`src/wdpfs_pkg.sv`:
```
// package for the watchdog and power-fail supervisor
// assumes a single 40 MHz core_clk domain and an 8-bit special register bus
package wdpfs_pkg;

  // ==========================================================================
  // register addresses on the special register bus
  localparam logic [7:0] ADDR_CLKSEL = 8'h8E; // clock_rate_and_watchdog_select
  localparam logic [7:0] ADDR_EXIF = 8'h91;   // band-gap stop select lives here
  localparam logic [7:0] ADDR_TA = 8'hC7;     // timed-access key register
  localparam logic [7:0] ADDR_WDCTL = 8'hD8;  // watchdog_power_fail_control
  localparam logic [7:0] ADDR_EIE = 8'hE8;    // extended_irq_enable

  // ==========================================================================
  // field positions
  localparam int SEL_HI = 7;          // timeout_select_hi
  localparam int SEL_LO = 6;          // timeout_select_lo
  localparam int WDC_POR = 6;         // power-on reset flag
  localparam int WDC_PFI_EN = 5;      // early_power_warning_irq enable
  localparam int WDC_PFI_FLAG = 4;    // early_power_warning_irq flag
  localparam int WDC_WD_IRQ = 3;      // wd_irq_flag
  localparam int WDC_WD_RST = 2;      // wd_reset_flag
  localparam int WDC_WD_RST_EN = 1;   // wd_reset_enable
  localparam int WDC_RESTART = 0;     // wd_restart
  localparam int EIE_WD_IRQ_EN = 4;   // wd_irq_enable
  localparam int EXIF_BGS = 0;        // bandgap_in_stop_select

  // ==========================================================================
  // reset values and the unmapped read value
  localparam logic [7:0] CLKSEL_RST = 8'h00;
  localparam logic [7:0] EIE_RST = 8'h00;
  localparam logic [7:0] RD_UNMAPPED = 8'h00;

  // ==========================================================================
  // timed access
  localparam logic [7:0] TA_KEY_FIRST = 8'hAA;
  localparam logic [7:0] TA_KEY_SECOND = 8'h55;
  localparam logic [1:0] TA_WINDOW_CLKS = 2'h3;

  // ==========================================================================
  // timing counts in crystal clocks
  localparam int WD_CNT_W = 26;
  localparam int WD_TAIL_CLKS = 512;
  localparam logic [8:0] WD_TAIL_LAST = 9'(WD_TAIL_CLKS - 1);
  localparam int unsigned WD_INT_CLKS_SEL0 = 131072;
  localparam int unsigned WD_INT_CLKS_SEL1 = 1048576;
  localparam int unsigned WD_INT_CLKS_SEL2 = 8388608;
  localparam int unsigned WD_INT_CLKS_SEL3 = 67108864;
  localparam int POR_CNT_W = 16;
  localparam int unsigned POR_CLKS = 65536;

  // ==========================================================================
  // interrupt vectors
  localparam logic [15:0] VEC_PFI = 16'h0033;
  localparam logic [15:0] VEC_WD = 16'h0063;
  localparam logic [15:0] VEC_NONE = 16'h0000;

  // ==========================================================================
  // power-on sequencer states
  typedef enum logic [1:0] {POR_LOW, POR_COUNT, POR_RUN} wdpfs_por_state_t;

endpackage : wdpfs_pkg

```
`src/wdpfs_ta_if.sv`:
```
// interface between the supervisor core and its timed-access guard
// assumes both ends sit on core_clk
`timescale 1ns/1ps
interface wdpfs_ta_if;
  logic wrStrobe;
  logic [7:0] wrAddr;
  logic [7:0] wrData;
  logic accessOpen;

  modport core (output wrStrobe, output wrAddr, output wrData,
                input accessOpen);
  modport guard (input wrStrobe, input wrAddr, input wrData,
                 output accessOpen);
endinterface : wdpfs_ta_if

```
`src/wdpfs_sync.sv`:
```
// two-stage synchroniser for pin-level inputs
// assumes inputs are slow levels from outside the core_clk domain
`timescale 1ns/1ps
module wdpfs_sync #(
  parameter int WIDTH = 1
) (
  // clock and reset
  input wire logic core_clk,
  input wire logic srst,
  // levels
  input wire logic [WIDTH-1:0] asyncIn,
  output logic [WIDTH-1:0] syncOut
);
  logic [WIDTH-1:0] stage1;

  // first stage feeds only the second stage
  always_ff @(posedge core_clk) begin
    if (srst) begin
      stage1 <= '0;
      syncOut <= '0;
    end else begin
      stage1 <= asyncIn;
      syncOut <= stage1;
    end
  end
endmodule : wdpfs_sync

```
`src/wdpfs_timed_access.sv`:
```
// timed-access guard: key AA then 55 opens a short write window
// assumes one bus write per cycle at most, shared with the core
`timescale 1ns/1ps
module wdpfs_timed_access (
  // clock and reset
  input wire logic core_clk,
  input wire logic srst,
  // bus view and window
  wdpfs_ta_if.guard ta
);
  import wdpfs_pkg::*;

  typedef enum logic [1:0] {TA_IDLE, TA_ARMED, TA_OPEN} wdpfs_ta_state_t;

  wdpfs_ta_state_t state;
  logic [1:0] windowLeft;

  // ==========================================================================
  // key decode
  wire taWr = ta.wrStrobe && (ta.wrAddr == ADDR_TA);
  wire keyFirst = taWr && (ta.wrData == TA_KEY_FIRST);
  wire keySecond = taWr && (ta.wrData == TA_KEY_SECOND);

  assign ta.accessOpen = (state == TA_OPEN);

  // any foreign write between the keys disarms, so keys must be back to back
  always_ff @(posedge core_clk) begin
    if (srst) begin
      state <= TA_IDLE;
      windowLeft <= 2'h0;
    end else begin
      unique case (state)
        TA_IDLE: begin
          if (keyFirst) state <= TA_ARMED;
        end
        TA_ARMED: begin
          if (keySecond) begin
            state <= TA_OPEN;
            windowLeft <= TA_WINDOW_CLKS;
          end else if (ta.wrStrobe && !keyFirst) begin
            state <= TA_IDLE;
          end
        end
        TA_OPEN: begin
          if (keyFirst) state <= TA_ARMED;
          else if (windowLeft == 2'h1) state <= TA_IDLE;
          windowLeft <= windowLeft - 2'h1;
        end
      endcase
    end
  end
endmodule : wdpfs_timed_access

```
`src/wdpfs_supervisor.sv`:
```
// watchdog timer, power-on/brown-out reset hold and power-fail warning
// assumes supply comparators arrive as raw pin levels and that the core
// reaches the registers over a simple strobe bus on core_clk
//
// The plain strobed port was left to the implementer.
`timescale 1ns/1ps

module wdpfs_supervisor #(
  parameter int unsigned WD_CLKS_SEL0 = wdpfs_pkg::WD_INT_CLKS_SEL0,
  parameter int unsigned WD_CLKS_SEL1 = wdpfs_pkg::WD_INT_CLKS_SEL1,
  parameter int unsigned WD_CLKS_SEL2 = wdpfs_pkg::WD_INT_CLKS_SEL2,
  parameter int unsigned WD_CLKS_SEL3 = wdpfs_pkg::WD_INT_CLKS_SEL3,
  parameter int unsigned POR_HOLD_CLKS = wdpfs_pkg::POR_CLKS
) (
  // clock and reset
  input wire logic core_clk,
  input wire logic srst,
  // register bus
  input wire logic [7:0] regAddr,
  input wire logic [7:0] regWrData,
  input wire logic regWr,
  input wire logic regRd,
  output logic [7:0] regRdData,
  // supply comparator pins
  input wire logic supplyBelowReset,
  input wire logic supplyBelowWarning,
  // core status
  input wire logic stopMode,
  // reset, clock and interrupt outputs
  output logic cpuResetHold,
  output logic oscEnable,
  output logic wdIrqReq,
  output logic pfiIrqReq,
  output logic [15:0] irqVector,
  output logic stopWake
);
  import wdpfs_pkg::*;

  // ==========================================================================
  // pin synchronisation
  logic [1:0] pinSync;
  wire supplyLow = pinSync[0];
  wire supplyWarn = pinSync[1];

  wdpfs_sync #(.WIDTH(2)) u_pinSync (
    .core_clk(core_clk),
    .srst(srst),
    .asyncIn({supplyBelowWarning, supplyBelowReset}),
    .syncOut(pinSync)
  );

  // ==========================================================================
  // register decode
  wire selClk = (regAddr == ADDR_CLKSEL);
  wire selExif = (regAddr == ADDR_EXIF);
  wire selWdc = (regAddr == ADDR_WDCTL);
  wire selEie = (regAddr == ADDR_EIE);
  wire wrClk = regWr && selClk;
  wire wrExif = regWr && selExif;
  wire wrWdc = regWr && selWdc;
  wire wrEie = regWr && selEie;

  // ==========================================================================
  // timed-access guard
  wdpfs_ta_if taBus ();
  assign taBus.wrStrobe = regWr;
  assign taBus.wrAddr = regAddr;
  assign taBus.wrData = regWrData;

  wdpfs_timed_access u_ta (
    .core_clk(core_clk),
    .srst(srst),
    .ta(taBus.guard)
  );

  // protected bits only move inside the open window
  wire protWdc = wrWdc && taBus.accessOpen;
  wire protExif = wrExif && taBus.accessOpen;

  // ==========================================================================
  // software registers
  logic [7:0] clkSel;
  logic [7:0] extended_irq_enable;
  logic bandgap_in_stop_select;
  logic pfiEn;
  logic wdRstEn;

  // plain registers; protected ones follow the window
  always_ff @(posedge core_clk) begin
    if (srst) begin
      clkSel <= CLKSEL_RST;
      extended_irq_enable <= EIE_RST;
      bandgap_in_stop_select <= 1'b0;
      pfiEn <= 1'b0;
      wdRstEn <= 1'b0;
    end else begin
      if (wrClk) clkSel <= regWrData;
      if (wrEie) extended_irq_enable <= regWrData;
      if (protExif) bandgap_in_stop_select <= regWrData[EXIF_BGS];
      if (wrWdc) pfiEn <= regWrData[WDC_PFI_EN];
      if (protWdc) wdRstEn <= regWrData[WDC_WD_RST_EN];
    end
  end

  // ==========================================================================
  // power-on / brown-out sequencer
  wdpfs_por_state_t porState;
  wdpfs_por_state_t next_porState;
  logic [POR_CNT_W-1:0] porCount;
  logic porFlag;
  wire porLast = (porCount == POR_CNT_W'(POR_HOLD_CLKS - 1));
  wire porDone = (porState == POR_COUNT) && !supplyLow && porLast;

  // next state: any dip under the threshold drops back to the held state
  always_comb begin
    next_porState = porState;
    unique case (porState)
      POR_LOW: if (!supplyLow) next_porState = POR_COUNT;
      POR_COUNT: begin
        if (supplyLow) next_porState = POR_LOW;
        else if (porLast) next_porState = POR_RUN;
      end
      POR_RUN: if (supplyLow) next_porState = POR_LOW;
    endcase
  end

  // the hold count restarts from zero on every entry to counting
  always_ff @(posedge core_clk) begin
    if (srst) begin
      porState <= POR_LOW;
      porCount <= '0;
    end else begin
      porState <= next_porState;
      if (porState == POR_COUNT) porCount <= porCount + 1'b1;
      else porCount <= '0;
    end
  end

  // ==========================================================================
  // watchdog counter chain
  logic [WD_CNT_W-1:0] wdCount;
  logic [WD_CNT_W-1:0] wdLimit;
  logic [8:0] tailCount;
  logic tailActive;
  logic wdIrqFlag;
  logic wdRstFlag;
  wire [1:0] wdSel = {clkSel[SEL_HI], clkSel[SEL_LO]};
  wire restart = protWdc && regWrData[WDC_RESTART];
  wire chainHeld = (porState != POR_RUN);
  wire intHit = !tailActive && (wdCount == wdLimit);
  wire fullTimeout = tailActive && (tailCount == WD_TAIL_LAST);

  // terminal value is one less than the interval, counted from zero
  always_comb begin
    unique case (wdSel)
      2'h0: wdLimit = WD_CNT_W'(WD_CLKS_SEL0 - 1);
      2'h1: wdLimit = WD_CNT_W'(WD_CLKS_SEL1 - 1);
      2'h2: wdLimit = WD_CNT_W'(WD_CLKS_SEL2 - 1);
      2'h3: wdLimit = WD_CNT_W'(WD_CLKS_SEL3 - 1);
    endcase
  end

  // free running: after a full time-out the chain starts a new interval
  always_ff @(posedge core_clk) begin
    if (srst || chainHeld || restart || fullTimeout) begin
      wdCount <= '0;
      tailCount <= 9'h000;
      tailActive <= 1'b0;
    end else if (intHit) begin
      tailActive <= 1'b1;
      tailCount <= 9'h000;
    end else if (tailActive) begin
      tailCount <= tailCount + 9'h001;
    end else begin
      wdCount <= wdCount + 1'b1;
    end
  end

  // ==========================================================================
  // status flags: a hardware set in the clearing cycle wins
  logic pfiFlag;
  wire bandgapLive = !stopMode || bandgap_in_stop_select;
  wire pfiEvent = supplyWarn && bandgapLive;

  always_ff @(posedge core_clk) begin
    if (srst) begin
      wdIrqFlag <= 1'b0;
      wdRstFlag <= 1'b0;
      pfiFlag <= 1'b0;
      porFlag <= 1'b0;
    end else begin
      if (intHit) wdIrqFlag <= 1'b1;
      else if (protWdc) wdIrqFlag <= regWrData[WDC_WD_IRQ];
      // untouched by the watchdog reset so the cause stays readable
      if (fullTimeout) wdRstFlag <= 1'b1;
      else if (wrWdc && !regWrData[WDC_WD_RST]) wdRstFlag <= 1'b0;
      if (pfiEvent) pfiFlag <= 1'b1;
      else if (wrWdc && !regWrData[WDC_PFI_FLAG]) pfiFlag <= 1'b0;
      if (porDone) porFlag <= 1'b1;
      else if (protWdc) porFlag <= regWrData[WDC_POR];
    end
  end

  // ==========================================================================
  // reset, oscillator, interrupts and wake
  wire wdReset = fullTimeout && wdRstEn;
  wire nextHold = (next_porState != POR_RUN) || wdReset;

  assign wdIrqReq = wdIrqFlag && extended_irq_enable[EIE_WD_IRQ_EN];
  assign pfiIrqReq = pfiFlag && pfiEn;

  // the oscillator stays off only while the supply is too low to run it
  always_ff @(posedge core_clk) begin
    if (srst) begin
      cpuResetHold <= 1'b1;
      oscEnable <= 1'b0;
      irqVector <= VEC_NONE;
      stopWake <= 1'b0;
    end else begin
      cpuResetHold <= nextHold;
      oscEnable <= (next_porState != POR_LOW);
      if (pfiIrqReq) irqVector <= VEC_PFI;
      else if (wdIrqReq) irqVector <= VEC_WD;
      else irqVector <= VEC_NONE;
      stopWake <= stopMode && pfiEn && bandgap_in_stop_select && supplyWarn;
    end
  end

  // ==========================================================================
  // read path: restart bit and key register read as zero
  wire [7:0] wdcView = {1'b0, porFlag, pfiEn, pfiFlag, wdIrqFlag, wdRstFlag,
                        wdRstEn, 1'b0};
  wire [7:0] exifView = {7'h00, bandgap_in_stop_select};
  logic [7:0] rdMux;

  always_comb begin
    rdMux = RD_UNMAPPED;
    if (selClk) rdMux = clkSel;
    else if (selExif) rdMux = exifView;
    else if (selWdc) rdMux = wdcView;
    else if (selEie) rdMux = extended_irq_enable;
  end

  // data stands only in the cycle after the read strobe
  always_ff @(posedge core_clk) begin
    if (srst) regRdData <= 8'h00;
    else if (regRd) regRdData <= rdMux;
    else regRdData <= 8'h00;
  end
endmodule : wdpfs_supervisor

```
`config.mk`:
```
export PLATFORM = sky130hd
export DESIGN_NAME = wdpfs_supervisor
export DESIGN_NICKNAME = d
export VERILOG_FILES = /design/src/wdpfs_pkg.sv /design/src/wdpfs_ta_if.sv /design/src/wdpfs_sync.sv /design/src/wdpfs_timed_access.sv /design/src/wdpfs_supervisor.sv
export SDC_FILE = /design/constraint.sdc
export NUM_CORES = 1
export LEC_CHECK = 0
export BUFFER_PORTS_ARGS = -buffer_cell sky130_fd_sc_hd__buf_4
export CORE_MARGIN = 2
export CORE_UTILIZATION = 45
export DETAILED_ROUTE_END_ITERATION = 6
export GPL_TIMING_DRIVEN = 1
export HOLD_SLACK_MARGIN = 0.1
export PLACE_DENSITY_LB_ADDON = 0.2
export SYNTH_ARGS = -nofsm -noshare
export SYNTH_HDL_FRONTEND = slang
export SYNTH_SLANG_ARGS = --single-unit
```
`constraint.sdc`:
```
create_clock -name core_clk -period 3.8 [get_ports core_clk]
set_input_delay 0.76 -clock core_clk [delete_from_list [all_inputs] [get_ports core_clk]]
set_output_delay 0.76 -clock core_clk [all_outputs]
set_load 0.05 [all_outputs]
```
==> impl_metrics.yaml <==
placed_design:
  io_buffers: 40
  pre_cts_ws_ns: 1.25
  dpl_cell_area_um2: 4880
  dp.cells: 656
  gp_congestion: 0.801
  hpwl_mm: 6.29
timing:
  setup_ws_ns: 1.56
  min_period_over_period_pct: 59.0
  finalSetupTns_ns: 0
  hold_violations: 0
  clock_skew_ns: 0.0136
  finalCriticalPeriod_ns: 2.24
  fmax_mhz: 446
  drv_slew: 0
  worst_pin_slew_ns: 0.876
  rsz0062_at_grt: "no"
  setup_violations: 0
  whs_ns: 0.430
  relSlewSlack_pct: 41.1
status:
  outcome: "finished, final reports clean"
power:
  power_frac_seq_pct: 54.8
  power_frac_clock_pct: 38.7
  p_switching_mw: 0.448
  swShare_pct: 23.3
  p_leak_nw: 1.88
  intPower_mw: 1.48
  ir_drop_uv: 207
  powerDensity_nw_per_um2: 377
  p_total_mw: 1.92
  combPwrFrac_pct: 6.4
synth:
  synth_area_um2: 4540
  syn_area_per_cell_um2: 9.06
  ys_types: 59
  syn_inst: 501
  ys_ff_latch: 99
  async_flop_share_pct: 0
  synth_compound_area_share_pct: 9.07
  synth.area.mux_share_pct: 5.54
  synth-simple-area-share_pct: 25.5
  synth-xor-area-share_pct: 7.72
  ys.flop_type: "dfxtp_1"
  synth_top_family_by_area: "simple AND/OR/NAND/NOR gates"
  synthAdderAreaFrac_pct: 2.76
  yosys_warnings: 0
  synth_edf_count: 0
  seq_area_frac_synth_pct: 43.6
clocking:
  cts_setup_buffers: 0
  cts_resized: 0
  clk_pin_slew_ns: 0.10
  cts_tree: "done"
  numClockSinks: 99
  cts_buffers: 9
  clk_latency_ns: 0.36
  ctsHoldBuffers: 0
  htreeDepth: 3
  clock_path_buffers: 2
  cts_root_buf: "clkbuf_8"
floorplan:
  row_count: 36
  core_um2: 9770
  io_pins: 52
  die_y_um: 104
  die_w_um: 104
  dieArea_um2: 10900
  start_util_pct: 46.5
final_layout:
  fin_cells: 672
  syn_to_final_growth_pct: 12.5
  nets: 567
  fin_area_um2: 5110
  ff_latch_area_um2: 1980
  multi_input_area_um2: 2340
  drive_gt1_share_pct: 13.5
  fillCellCount: 926
  final_util_pct: 52.3
  num_antenna_cells: 0
global_routing:
  antenna_found_initial: 0
  gr-usage-all-layers_pct: 17.2
  grt_pass1_vias: 3299
  grt_max_degree: 43
  grt_pass1_wl_mm: 15.5
  grt-ovfl-total: 0
worst_setup_path:
  path_max_fanout: 21
  end_kind: "register"
  critPathArrivalTime_ns: 2.49
  worst_setup_path_start_kind: "register"
  path_class: "register to register"
  critical_path_required_ns: 4.04
hold_path:
  holdCritPathClass: "register to register"
route:
  drc: 0
  postRouteAntennaNets: 0
  drt_iter0_drc: 209
  viasPerCell: 5.22
  vias: 3508
  wl_mm: 8.91
  wire_per_inst_um: 13.3
  firstDrtPassIters: 5
job:
  cap_violations: 0
==> final cells by class <==
type,count,share of cell area (%)
clock buffer,10,2.69
tap,133,3.26
multi-input combinational,362,45.8
timing repair buffer,43,6.32
sequential,99,38.8
inverter,19,1.40
clock inverter,6,1.74
==> flip-flops by register name, indices dropped and copies added, names as in the netlist, 3 cells and up <==
| register | flops |
|---|---|
| porCount | 16 |
| clkSel | 8 |
| tailCount | 9 |
| extended_irq_enable | 8 |
| irqVector | 3 |
| regRdData | 8 |
| wdCount | 26 |
==> cells in the mapped netlist (2+ instances only) <==
library cell / count / area, µm²
a211oi_1: 10 / 75.1
a21oi_1: 15 / 75.1
a222oi_1: 7 / 70.1
a31oi_1: 4 / 25.0
a41oi_1: 2 / 17.5
and2_1: 2 / 12.5
and3_1: 10 / 62.6
and3b_1: 2 / 17.5
and4_1: 3 / 26.3
buf_1: 5 / 18.8
buf_2: 4 / 20.0
buf_4: 13 / 97.6
buf_6: 2 / 22.5
clkbuf_1: 7 / 26.3
dfxtp_1: 99 / 1980
ha_1: 10 / 125
inv_1: 19 / 71.3
mux2i_1: 24 / 240
nand2_1: 29 / 109
nand2b_1: 6 / 37.5
nand3_1: 21 / 105
nand3b_1: 2 / 15.0
nand4_1: 9 / 56.3
nor2_1: 93 / 349
nor2b_1: 5 / 31.3
nor3_1: 7 / 35.0
nor4_1: 3 / 18.8
nor4_4: 3 / 63.8
nor4b_1: 2 / 17.5
nor4bb_1: 6 / 60.1
o21ai_0: 6 / 30.0
o21bai_1: 2 / 15.0
o31ai_1: 2 / 15.0
or3_1: 3 / 18.8
or4_1: 2 / 15.0
xnor2_1: 28 / 245
xor2_1: 12 / 105
==> routing by layer <==
layer	track usage, %	vias to the layer above	wire length (µm)
met4	4.05	0	78
met1	22.4	1623	4250
met5	0	-	0
met2	27.6	90	4050
met3	5.64	9	531
li1	-	1786	-
==> cells in the final DEF (no fill, tap or decap), types with 3 or more instances in the layout <==
master and n:
a211oi_1 10, nor4bb_1 6, nor2_1 93, inv_1 19, a222oi_1 7, ha_1 10, buf_4 43, a31oi_1 4
dfxtp_1 99, conb_1 11, or3_1 3, and3_1 10, nor4_1 3, nor3_1 7, nand2_1 29, and4_1 3
nand4_1 9, nand3_1 21, o21ai_0 6, nor4_4 3, xor2_1 12, a21oi_1 15, nor2b_1 5, mux2i_1 24
clkbuf_8 10, nand2b_1 6, xnor2_1 28
==> cell families (layout without fill, tap and decap cells) <==
group / count (synthesis) / in the layout
fa+ha+maj: 10 / 10
flops: 99 / 99
buf+inv: 50 / 78
compound gates: 59 / 59
simple gates: 217 / 217
mux: 25 / 25
other cells: 1 / 11
xor+xnor: 40 / 40
==> power by group through the flow <==
stage,Sequential [mW],Combinational (mW),Clock (mW)
final,1.06,0.124,0.745
after global routing,1.06,0.136,0.815
after CTS,1.06,0.124,0.771
after detailed placement,1.08,0.124,0
after global placement,1.08,0.121,0
after floorplan,1.08,0.0882,0
==> final timing paths <==
kind,startpoint,endpoint,slack [ns],depth (start not counted)
hold / removal,u_pinSync.syncOut[1],stopWake,0.43,2
hold reg to reg,u_pinSync.syncOut[1],stopWake,0.43,2
setup reg to reg,tailCount[0],wdCount[14],1.56,11
setup / recovery,tailCount[0],wdCount[14],1.56,11
==> worst max-delay path: stages, from the launching register on <==
cell and delay [ns]:
dfxtp_1 0.39, ha_1 0.20, nand2_1 0.06, nor2_1 0.13, and3_1 0.18, ha_1 0.16, nand2_1 0.08, nand3b_1 0.12
a41o_1 0.28, buf_4 0.31, o21bai_1 0.15, a31oi_1 0.05
Note: power is estimated with default switching activity, not from simulation.
